<file path="src/dept_pkg.sv">
// Package: constants for the dual encoder position trigger block
// Function
// - A programmable lower window bound blocks triggers below it.
// - A programmable upper window bound blocks triggers above it.
// - Each encoder has its own interpolation depth of 1, 2 or 4.
// - With reference policy none, reference marks leave the counter alone.
// - With policy once, only the first mark after arming loads the preload.
// - With policy every, each reference mark loads the preload.
// - Each encoder has a 32-bit preload used on reference or soft load.
// - Writing a preload value re-arms that encoder's first-mark detection.
// - Soft load acts only with policy none and is otherwise ignored.
// - Re-arm command acts only with policy once and is otherwise ignored.
// - Each counter wraps to zero after passing its programmable maximum.
// - One trigger per step interval; zero step triggers continuously.
// - Encoder triggering runs only when the origin selects encoder a or b.
package dept_pkg;
  localparam logic [31:0] APB_PRELOAD_A  = 32'h0000_0000;
  localparam logic [31:0] APB_PRELOAD_B  = 32'h0000_0004;
  localparam logic [31:0] APB_WRAP_A     = 32'h0000_0008;
  localparam logic [31:0] APB_WRAP_B     = 32'h0000_000C;
  localparam logic [31:0] APB_WIN_LOW    = 32'h0000_0010;
  localparam logic [31:0] APB_WIN_HIGH   = 32'h0000_0014;
  localparam logic [31:0] APB_STEP       = 32'h0000_0018;
  localparam logic [31:0] APB_CONFIG     = 32'h0000_001C;
  localparam logic [31:0] APB_COMMAND    = 32'h0000_0020;
  localparam logic [31:0] APB_COUNT_A    = 32'h0000_0024;
  localparam logic [31:0] APB_COUNT_B    = 32'h0000_0028;
  localparam logic [31:0] APB_STATUS     = 32'h0000_002C;
  // Config layout
  localparam int CFG_DEPTH_A_LSB  = 0;
  localparam int CFG_DEPTH_B_LSB  = 2;
  localparam int CFG_POLICY_A_LSB = 4;
  localparam int CFG_POLICY_B_LSB = 6;
  localparam int CFG_ORIGIN_LSB   = 8;
  localparam int CFG_WIDTH        = 11;
  // Command layout (write-only pulses)
  localparam int CMD_LOAD_A  = 0;
  localparam int CMD_LOAD_B  = 1;
  localparam int CMD_REARM_A = 2;
  localparam int CMD_REARM_B = 3;
  // Reset values
  localparam logic [31:0] RST_WRAP       = 32'hFFFF_FFFF;
  localparam logic [31:0] RST_WIN_HIGH   = 32'hFFFF_FFFF;
  localparam logic [CFG_WIDTH-1:0] RST_CFG = 11'h000;
  typedef enum logic [1:0] {
    DEPTH_X1 = 2'h0,
    DEPTH_X2 = 2'h1,
    DEPTH_X4 = 2'h2
  } dept_depth_t;
  typedef enum logic [1:0] {
    REF_NONE  = 2'h0,
    REF_ONCE  = 2'h1,
    REF_EVERY = 2'h2
  } dept_policy_t;
  typedef enum logic [2:0] {
    ORG_NONE     = 3'h0,
    ORG_SYNCTRIG = 3'h1,
    ORG_TRIGIN   = 3'h2,
    ORG_SOFTWARE = 3'h3,
    ORG_ENC_A    = 3'h4,
    ORG_ENC_B    = 3'h5
  } dept_origin_t;
endpackage

</file>
<file path="src/dept_top.sv">
// Dual encoder counters with window and step trigger, APB slave
`timescale 1ns/1ps
module dept_top #(
  parameter int CNT_W = 32
) (
  // Clock and reset
  input  wire logic        CORE_CLK,
  input  wire logic        RST,
  // APB slave
  input  wire logic        PSEL,
  input  wire logic        PENABLE,
  input  wire logic        PWRITE,
  input  wire logic [31:0] PADDR,
  input  wire logic [31:0] PWDATA,
  output logic      [31:0] PRDATA,
  output logic             PREADY,
  output logic             PSLVERR,
  // Encoder pins
  input  wire logic        ENC_A_PHASE_A,
  input  wire logic        ENC_A_PHASE_B,
  input  wire logic        ENC_A_REF,
  input  wire logic        ENC_B_PHASE_A,
  input  wire logic        ENC_B_PHASE_B,
  input  wire logic        ENC_B_REF,
  // Trigger out
  output logic             MEAS_TRIG
);
  if (CNT_W != 32)
  begin
    $error("dept_top: CNT_W must be 32");
  end

  // Synchronisers: stage 1 feeds only stage 2
  logic [5:0] pin_s1_r;
  logic [5:0] pin_s2_r;
  logic [5:0] pin_s3_r;
  logic [2:0] sync_vld_r;
  always_ff @(posedge CORE_CLK or posedge RST)
  begin
    if (RST)
    begin
      pin_s1_r <= 6'h00;
      pin_s2_r <= 6'h00;
      pin_s3_r <= 6'h00;
      sync_vld_r <= 3'h0;
    end
    else
    begin
      pin_s1_r <= {ENC_B_REF, ENC_B_PHASE_B, ENC_B_PHASE_A,
                   ENC_A_REF, ENC_A_PHASE_B, ENC_A_PHASE_A};
      pin_s2_r <= pin_s1_r;
      pin_s3_r <= pin_s2_r;
      sync_vld_r <= {sync_vld_r[1:0], 1'b1};
    end
  end

  // Registers
  logic [31:0] preload_r [2];
  logic [31:0] wrap_r [2];
  logic [31:0] win_low_r;
  logic [31:0] win_high_r;
  logic [31:0] step_r;
  logic [dept_pkg::CFG_WIDTH-1:0] cfg_r;
  logic [31:0] preload_nxt [2];
  logic [31:0] wrap_nxt [2];
  logic [31:0] win_low_nxt;
  logic [31:0] win_high_nxt;
  logic [31:0] step_nxt;
  logic [dept_pkg::CFG_WIDTH-1:0] cfg_nxt;
  logic [31:0] prdata_nxt;
  logic        pready_r;
  logic        pslverr_nxt;
  logic [3:0]  cmd_nxt;
  logic [1:0]  preload_wr_nxt;
  logic [31:0] count_r [2];
  logic [1:0]  armed_r;

  logic wr_acc;
  logic rd_acc;
  assign wr_acc = PSEL && PENABLE && PWRITE && !pready_r;
  assign rd_acc = PSEL && PENABLE && !PWRITE && !pready_r;

  dept_pkg::dept_depth_t  depth [2];
  dept_pkg::dept_policy_t policy [2];
  dept_pkg::dept_origin_t origin;
  assign depth[0]  = dept_pkg::dept_depth_t'(
    cfg_r[dept_pkg::CFG_DEPTH_A_LSB +: 2]);
  assign depth[1]  = dept_pkg::dept_depth_t'(
    cfg_r[dept_pkg::CFG_DEPTH_B_LSB +: 2]);
  assign policy[0] = dept_pkg::dept_policy_t'(
    cfg_r[dept_pkg::CFG_POLICY_A_LSB +: 2]);
  assign policy[1] = dept_pkg::dept_policy_t'(
    cfg_r[dept_pkg::CFG_POLICY_B_LSB +: 2]);
  assign origin = dept_pkg::dept_origin_t'(
    cfg_r[dept_pkg::CFG_ORIGIN_LSB +: 3]);

  always_comb
  begin
    preload_nxt    = preload_r;
    wrap_nxt       = wrap_r;
    win_low_nxt    = win_low_r;
    win_high_nxt   = win_high_r;
    step_nxt       = step_r;
    cfg_nxt        = cfg_r;
    cmd_nxt        = 4'h0;
    preload_wr_nxt = 2'h0;
    prdata_nxt     = 32'h0000_0000;
    pslverr_nxt    = 1'b0;
    if (wr_acc)
    begin
      unique case (PADDR)
        dept_pkg::APB_PRELOAD_A:
        begin
          preload_nxt[0]    = PWDATA;
          preload_wr_nxt[0] = 1'b1;
        end
        dept_pkg::APB_PRELOAD_B:
        begin
          preload_nxt[1]    = PWDATA;
          preload_wr_nxt[1] = 1'b1;
        end
        dept_pkg::APB_WRAP_A:   wrap_nxt[0]  = PWDATA;
        dept_pkg::APB_WRAP_B:   wrap_nxt[1]  = PWDATA;
        dept_pkg::APB_WIN_LOW:  win_low_nxt  = PWDATA;
        dept_pkg::APB_WIN_HIGH: win_high_nxt = PWDATA;
        dept_pkg::APB_STEP:     step_nxt     = PWDATA;
        dept_pkg::APB_CONFIG:
          cfg_nxt = PWDATA[dept_pkg::CFG_WIDTH-1:0];
        dept_pkg::APB_COMMAND:  cmd_nxt = PWDATA[3:0];
        default:                pslverr_nxt = 1'b1;
      endcase
    end
    else if (rd_acc)
    begin
      unique case (PADDR)
        dept_pkg::APB_PRELOAD_A: prdata_nxt = preload_r[0];
        dept_pkg::APB_PRELOAD_B: prdata_nxt = preload_r[1];
        dept_pkg::APB_WRAP_A:    prdata_nxt = wrap_r[0];
        dept_pkg::APB_WRAP_B:    prdata_nxt = wrap_r[1];
        dept_pkg::APB_WIN_LOW:   prdata_nxt = win_low_r;
        dept_pkg::APB_WIN_HIGH:  prdata_nxt = win_high_r;
        dept_pkg::APB_STEP:      prdata_nxt = step_r;
        dept_pkg::APB_CONFIG:
          prdata_nxt = {21'h000000, cfg_r};
        dept_pkg::APB_COMMAND:   prdata_nxt = 32'h0000_0000;
        dept_pkg::APB_COUNT_A:   prdata_nxt = count_r[0];
        dept_pkg::APB_COUNT_B:   prdata_nxt = count_r[1];
        dept_pkg::APB_STATUS:
          prdata_nxt = {29'h00000000, MEAS_TRIG, armed_r};
        default:                 pslverr_nxt = 1'b1;
      endcase
    end
  end

  // One wait state: answer in the cycle after the first access cycle
  logic [3:0] cmd_r;
  logic [1:0] preload_wr_r;
  always_ff @(posedge CORE_CLK or posedge RST)
  begin
    if (RST)
    begin
      preload_r    <= '{32'h0000_0000, 32'h0000_0000};
      wrap_r       <= '{dept_pkg::RST_WRAP, dept_pkg::RST_WRAP};
      win_low_r    <= 32'h0000_0000;
      win_high_r   <= dept_pkg::RST_WIN_HIGH;
      step_r       <= 32'h0000_0000;
      cfg_r        <= dept_pkg::RST_CFG;
      cmd_r        <= 4'h0;
      preload_wr_r <= 2'h0;
      PRDATA       <= 32'h0000_0000;
      pready_r     <= 1'b0;
      PSLVERR      <= 1'b0;
    end
    else
    begin
      preload_r    <= preload_nxt;
      wrap_r       <= wrap_nxt;
      win_low_r    <= win_low_nxt;
      win_high_r   <= win_high_nxt;
      step_r       <= step_nxt;
      cfg_r        <= cfg_nxt;
      cmd_r        <= cmd_nxt;
      preload_wr_r <= preload_wr_nxt;
      PRDATA       <= prdata_nxt;
      pready_r     <= wr_acc || rd_acc;
      PSLVERR      <= pslverr_nxt;
    end
  end
  assign PREADY = pready_r;

  // Quadrature step: +1, -1 or 0 for one encoder
  function automatic logic [1:0] quad_step(
    input logic [1:0] prev,
    input logic [1:0] cur,
    input dept_pkg::dept_depth_t dep);
    logic up;
    logic dn;
    up = (prev == 2'b00 && cur == 2'b01) || (prev == 2'b01 && cur == 2'b11)
      || (prev == 2'b11 && cur == 2'b10) || (prev == 2'b10 && cur == 2'b00);
    dn = (prev == 2'b00 && cur == 2'b10) || (prev == 2'b10 && cur == 2'b11)
      || (prev == 2'b11 && cur == 2'b01) || (prev == 2'b01 && cur == 2'b00);
    // X1 counts only transitions leaving 00, X2 those on phase A edges
    unique case (dep)
      dept_pkg::DEPTH_X1:
      begin
        up = up && prev == 2'b00;
        dn = dn && prev == 2'b00;
      end
      dept_pkg::DEPTH_X2:
      begin
        up = up && (prev[0] != cur[0]);
        dn = dn && (prev[0] != cur[0]);
      end
      default:
      begin
        up = up;
        dn = dn;
      end
    endcase
    quad_step = {dn, up};
  endfunction

  // Counters
  logic [31:0] count_nxt [2];
  logic [1:0]  armed_nxt;
  logic [1:0]  mv;
  always_comb
  begin
    count_nxt = count_r;
    armed_nxt = armed_r;
    mv        = 2'h0;
    for (int i = 0; i < 2; i++)
    begin
      logic [1:0] st;
      logic       ref_rise;
      st = quad_step(pin_s3_r[3*i +: 2], pin_s2_r[3*i +: 2],
                     depth[i]);
      ref_rise = pin_s2_r[3*i+2] && !pin_s3_r[3*i+2];
      // Stage 3 holds reset zeros, not pin levels, until three edges pass
      if (!sync_vld_r[2])
      begin
        st       = 2'h0;
        ref_rise = 1'b0;
      end
      if (st[0])
      begin
        mv[i] = 1'b1;
        count_nxt[i] = (count_r[i] >= wrap_r[i]) ? 32'h0000_0000
                     : count_r[i] + 32'h0000_0001;
      end
      else if (st[1])
      begin
        mv[i] = 1'b1;
        count_nxt[i] = (count_r[i] == 32'h0000_0000) ? wrap_r[i]
                     : count_r[i] - 32'h0000_0001;
      end
      // Reference events override motion; policy none ignores marks
      if (ref_rise && policy[i] == dept_pkg::REF_EVERY)
        count_nxt[i] = preload_r[i];
      else if (ref_rise && policy[i] == dept_pkg::REF_ONCE && armed_r[i])
      begin
        count_nxt[i] = preload_r[i];
        armed_nxt[i] = 1'b0;
      end
      if (cmd_r[dept_pkg::CMD_LOAD_A + i]
          && policy[i] == dept_pkg::REF_NONE)
        count_nxt[i] = preload_r[i];
      // Re-arm after the disarm so a same-cycle request is kept
      if ((cmd_r[dept_pkg::CMD_REARM_A + i]
           && policy[i] == dept_pkg::REF_ONCE)
          || preload_wr_r[i])
        armed_nxt[i] = 1'b1;
    end
  end

  always_ff @(posedge CORE_CLK or posedge RST)
  begin
    if (RST)
    begin
      count_r <= '{32'h0000_0000, 32'h0000_0000};
      armed_r <= 2'h3;
    end
    else
    begin
      count_r <= count_nxt;
      armed_r <= armed_nxt;
    end
  end

  // Trigger: window gate plus step counter on the selected encoder
  logic [31:0] step_cnt_r;
  logic [31:0] step_cnt_nxt;
  logic        trig_nxt;
  logic        enc_sel;
  logic        sel_idx;
  logic [31:0] pos;
  logic        in_win;
  always_comb
  begin
    enc_sel = origin == dept_pkg::ORG_ENC_A
           || origin == dept_pkg::ORG_ENC_B;
    sel_idx = origin == dept_pkg::ORG_ENC_B;
    pos     = count_r[sel_idx];
    in_win  = pos >= win_low_r && pos <= win_high_r;
    step_cnt_nxt = step_cnt_r;
    trig_nxt     = 1'b0;
    if (!enc_sel)
      step_cnt_nxt = 32'h0000_0000;
    else if (step_r == 32'h0000_0000)
      trig_nxt = in_win;
    else if (mv[sel_idx])
    begin
      // Counts every step, but fires only inside the window
      if (step_cnt_r + 32'h0000_0001 >= step_r)
      begin
        step_cnt_nxt = 32'h0000_0000;
        trig_nxt     = in_win;
      end
      else
        step_cnt_nxt = step_cnt_r + 32'h0000_0001;
    end
  end

  always_ff @(posedge CORE_CLK or posedge RST)
  begin
    if (RST)
    begin
      step_cnt_r <= 32'h0000_0000;
      MEAS_TRIG  <= 1'b0;
    end
    else
    begin
      step_cnt_r <= step_cnt_nxt;
      MEAS_TRIG  <= trig_nxt;
    end
  end
endmodule

</file>
<file path="config.mk">
export PLATFORM = sky130hd
export DESIGN_NAME = dept_top
export DESIGN_NICKNAME = d
export VERILOG_FILES = /design/src/dept_pkg.sv /design/src/dept_top.sv
export SDC_FILE = /design/constraint.sdc
export NUM_CORES = 1
export LEC_CHECK = 0
export ABC_AREA = 1
export BUFFER_PORTS_ARGS = -buffer_cell sky130_fd_sc_hd__buf_4
export CORE_MARGIN = 2
export CORE_UTILIZATION = 57
export DETAILED_ROUTE_END_ITERATION = 6
export PLACE_DENSITY = 0.74
export SLEW_MARGIN = 20
export SYNTH_ARGS = -nofsm -noshare
export SYNTH_HDL_FRONTEND = slang
export SYNTH_SLANG_ARGS = --single-unit
export TNS_END_PERCENT = 5
</file>
<file path="constraint.sdc">
create_clock -name CORE_CLK -period 16.1 [get_ports CORE_CLK]
set_clock_uncertainty 0.1 [all_clocks]
set_input_delay 4.83 -clock CORE_CLK [delete_from_list [all_inputs] [get_ports CORE_CLK]]
set_output_delay 4.83 -clock CORE_CLK [all_outputs]
set_load 0.05 [all_outputs]
</file>
==> impl_metrics.py <==
metrics = {
    "sta": {
        "tns_ns": 0,
        "rsz0062_at_grt": "false",
        "period_minus_slack_ns": 7.91,
        "maxSlewHeadroom_pct": 21.4,
        "worst_pin_slew_ns": 1.18,
        "drv_slew": 0,
        "max_clock_freq_mhz": 126,
        "hold_viol": 0,
        "fin_crit_sh_pct": 49.1,
        "setup_violations": 0,
    },
    "routing": {
        "drc": 0,
        "wl_met3_mm": 13.0,
        "wl_met1_mm": 43.7,
        "via_per_inst": 5.99,
        "drt.antenna.violating_nets": 0,
        "vias": 29300,
        "routed_wirelength_mm": 109,
        "topRoutingLayerUsed": "met5",
        "drt-pass1-iter-count": 7,
        "wire_per_inst_um": 22.3,
        "drtIter0Drc": 4418,
        "wl_met2_mm": 45.6,
    },
    "floorplan": {
        "core_area_mm2": 0.0488,
        "die_height_um": 226,
        "start_util_pct": 57.5,
        "design.portCount": 110,
        "dieArea_mm2": 0.0511,
        "row_count": 81,
        "die_width_um": 226,
    },
    "pwr": {
        "ir_worst_vdd_mv": 0.103,
        "switching_share_pct": 40.8,
        "power.density_mw_per_mm2": 113,
        "p_int_uw": 2060,
        "power.total_uw": 3480,
        "p_clk_share_pct": 31.1,
        "leakage_uw": 0.0151,
        "seqPwrFrac_pct": 36.0,
        "combPwrFrac_pct": 32.9,
        "power_switching_uw": 1420,
    },
    "final_layout": {
        "fillers": 4682,
        "areaGrowthSynthToFinish_pct": 9.20,
        "layout.cells.most_common_list": "1264 x nand2_1, 516 x inv_1, 447 x nor2_1, 402 x o21ai_0, 297 x dfrtp_1",
        "layout_commonest_cell": "nand2_1",
        "num-nets-final": 4429,
        "n_antenna_cell": 0,
        "drive_gt1_share_pct": 8.45,
    },
    "clock_tree": {
        "hold_buffers": 0,
        "clock-sinks": 395,
        "postCtsSetupRepairBufs": 0,
        "cts_resized": 0,
        "insertion_delay_ns": 0.60,
        "cts_tree": "built",
        "cts_buffer_depth": 3,
        "root_buffer": "clkbuf_16",
        "cts.reportedPaths.clkPinSlew_ns": 0.06,
        "htree_levels": 2,
        "cts_buffers": 46,
    },
    "global_routing": {
        "antenna_found_initial": 1,
        "grt_pass1_vias": 26800,
        "track_usage_pct": 42.9,
        "grt_overflow_total": 0,
        "grt_max_degree": 145,
        "grt_pass1_wl_mm": 164,
    },
    "synthesis": {
        "synth_warnings": 0,
        "ys_seq_elements": 395,
        "synth_area_mm2": 0.0281,
        "ys_seq_area_share_pct": 35.6,
        "yosys.cell_types.count": 46,
        "synth_fp_nets": 4429,
        "synth_cells": 4187,
        "ys_async_sr_fraction_pct": 100,
        "syn-mean-instance-area_um2": 6.71,
        "ys_dominant_reg_cell": "dfrtp_1",
        "synth_edf_count": 0,
    },
    "critical_path": {
        "arrival_ns": 8.27,
        "critPathRequiredTime_ns": 16.46,
        "endpoint_kind": "register",
        "path_max_fanout": 64,
        "crit_type": "in -> reg",
        "cp-start-kind": "primary input",
    },
    "placement": {
        "dpl.hpwl_mm": 82.8,
        "port_buffers": 109,
        "gp_congestion": 1.06,
    },
    "min_path": {
        "min_path_type": "reg -> reg",
    },
    "run": {
        "cap_violations": 0,
    },
    "status": {
        "outcome": "finished, final reports clean",
    },
}
[cells in the mapped netlist (2+ instances only)]
cell type  number  area (um^2)
a21o_1          4         30.0
a21oi_1       185          926
a31oi_1         2         12.5
buf_1           3         11.3
buf_2          64          320
buf_4          11         82.6
buf_6           5         56.3
clkbuf_1       94          353
clkinv_1        2         7.51
dfrtp_1       297         7430
dfstp_2        98         2570
ha_1          167         2090
inv_1         517         1940
inv_2          15         56.3
nand2_1      1266         4750
nand2_2         4         25.0
nand2_4         2         22.5
nand3_1       214         1070
nand3_2         5         50.1
nand3b_1        6         45.0
nand4_1       104          651
nor2_1        448         1680
nor2_2         12         75.1
nor2_4          5         56.3
nor3_1         71          355
nor3_2          2         20.0
nor3_4          2         32.5
nor3b_1         2         15.0
nor4_1         11         68.8
o211ai_1        7         52.6
o21a_1          8         60.1
o21ai_0       402         2010
o21ai_1        36          180
o22ai_1        16          100
xnor2_1        11         96.3
xor2_1         79          692
[cell type report]
class | count | area (um^2) | share of cell area (%)
multi-input cells | 3081 | 15300 | 49.9
repair buffers | 129 | 981 | 3.20
flip-flops and latches | 395 | 10000 | 32.6
inverters | 534 | 2010 | 6.56
clock inverters | 19 | 200 | 0.652
well taps | 664 | 831 | 2.71
clock buffers | 66 | 1340 | 4.36
[path summary, 6_finish.rpt]
check,start,endpoint,slack (ns),cells past startpoint
worst min-delay path,pin_s1_r[1],pin_s2_r[1],0.24,0
min in group asynchronous,RST,pin_s1_r[3],4.24,2
worst min register to register,pin_s1_r[1],pin_s2_r[1],0.24,0
worst max register to register,cfg_r[9],MEAS_TRIG,12.14,14
worst max-delay path,PADDR[13],wrap_r[20],8.19,11
max in group asynchronous,RST,win_low_r[28],9.45,4
[per-layer routing]
layer	vias to the layer above	global-route usage (%)
li1	13400	-
met1	13600	60.0
met2	1932	62.6
met3	365	8.53
met4	2	22.7
met5	-	0
[power by group through the flow]
stage	Combinational (uW)	Sequential, uW	Clock [uW]
floorplan	883	1110	0
global placement	1100	1260	0
detailed placement	1110	1250	0
CTS	1110	1240	1080
global route	1280	1250	1120
finish	1140	1250	1080
[metrics by stage]
stage                     cells  utilization [%]  hold WS [ns]  setup slack [ns]  cell area, um^2
after floorplan            4187                -         0.231             0.350            28100
after global placement     4803             59.7         0.232              7.89            29100
after detailed placement   4803             59.7         0.237              7.73            29100
after CTS                  4888             62.8         0.246              8.30            30700
after global routing       4888             62.8         0.255              7.95            30700
final                      4888             62.8         0.243              8.19            30700
[registers in the layout, summed over array words and instances (netlist names), 32 cells and up]
register and cells:
count_r 64, preload_r 64, wrap_r 64, PRDATA 32
step_cnt_r 32, step_r 32, win_high_r 32, win_low_r 32
[cells by family (layout without fill, tap and decap cells)]
kind of cell	after synthesis	in the layout	share of synthesized area, %
and+or+nand+nor	2157	2157	31.9
buffers and inverters	711	748	10.1
AOI/OAI and AO/OA	666	666	12.2
DFF	395	395	35.6
adders and majority gates	167	167	7.43
xor gates and xnor gates	90	90	2.80
other	1	1	0.0133
[critical path: stages]
cell and delay [ns]:
buf_4 0.11, nor2_1 0.10, nand2_1 0.07, nor2_2 0.41, inv_2 0.17, nor2_4 0.13
buf_4 0.41, nand3_2 0.47, inv_2 0.43, nand2_2 0.64, o21ai_0 0.46
Power figures use the tool's default switching activity.
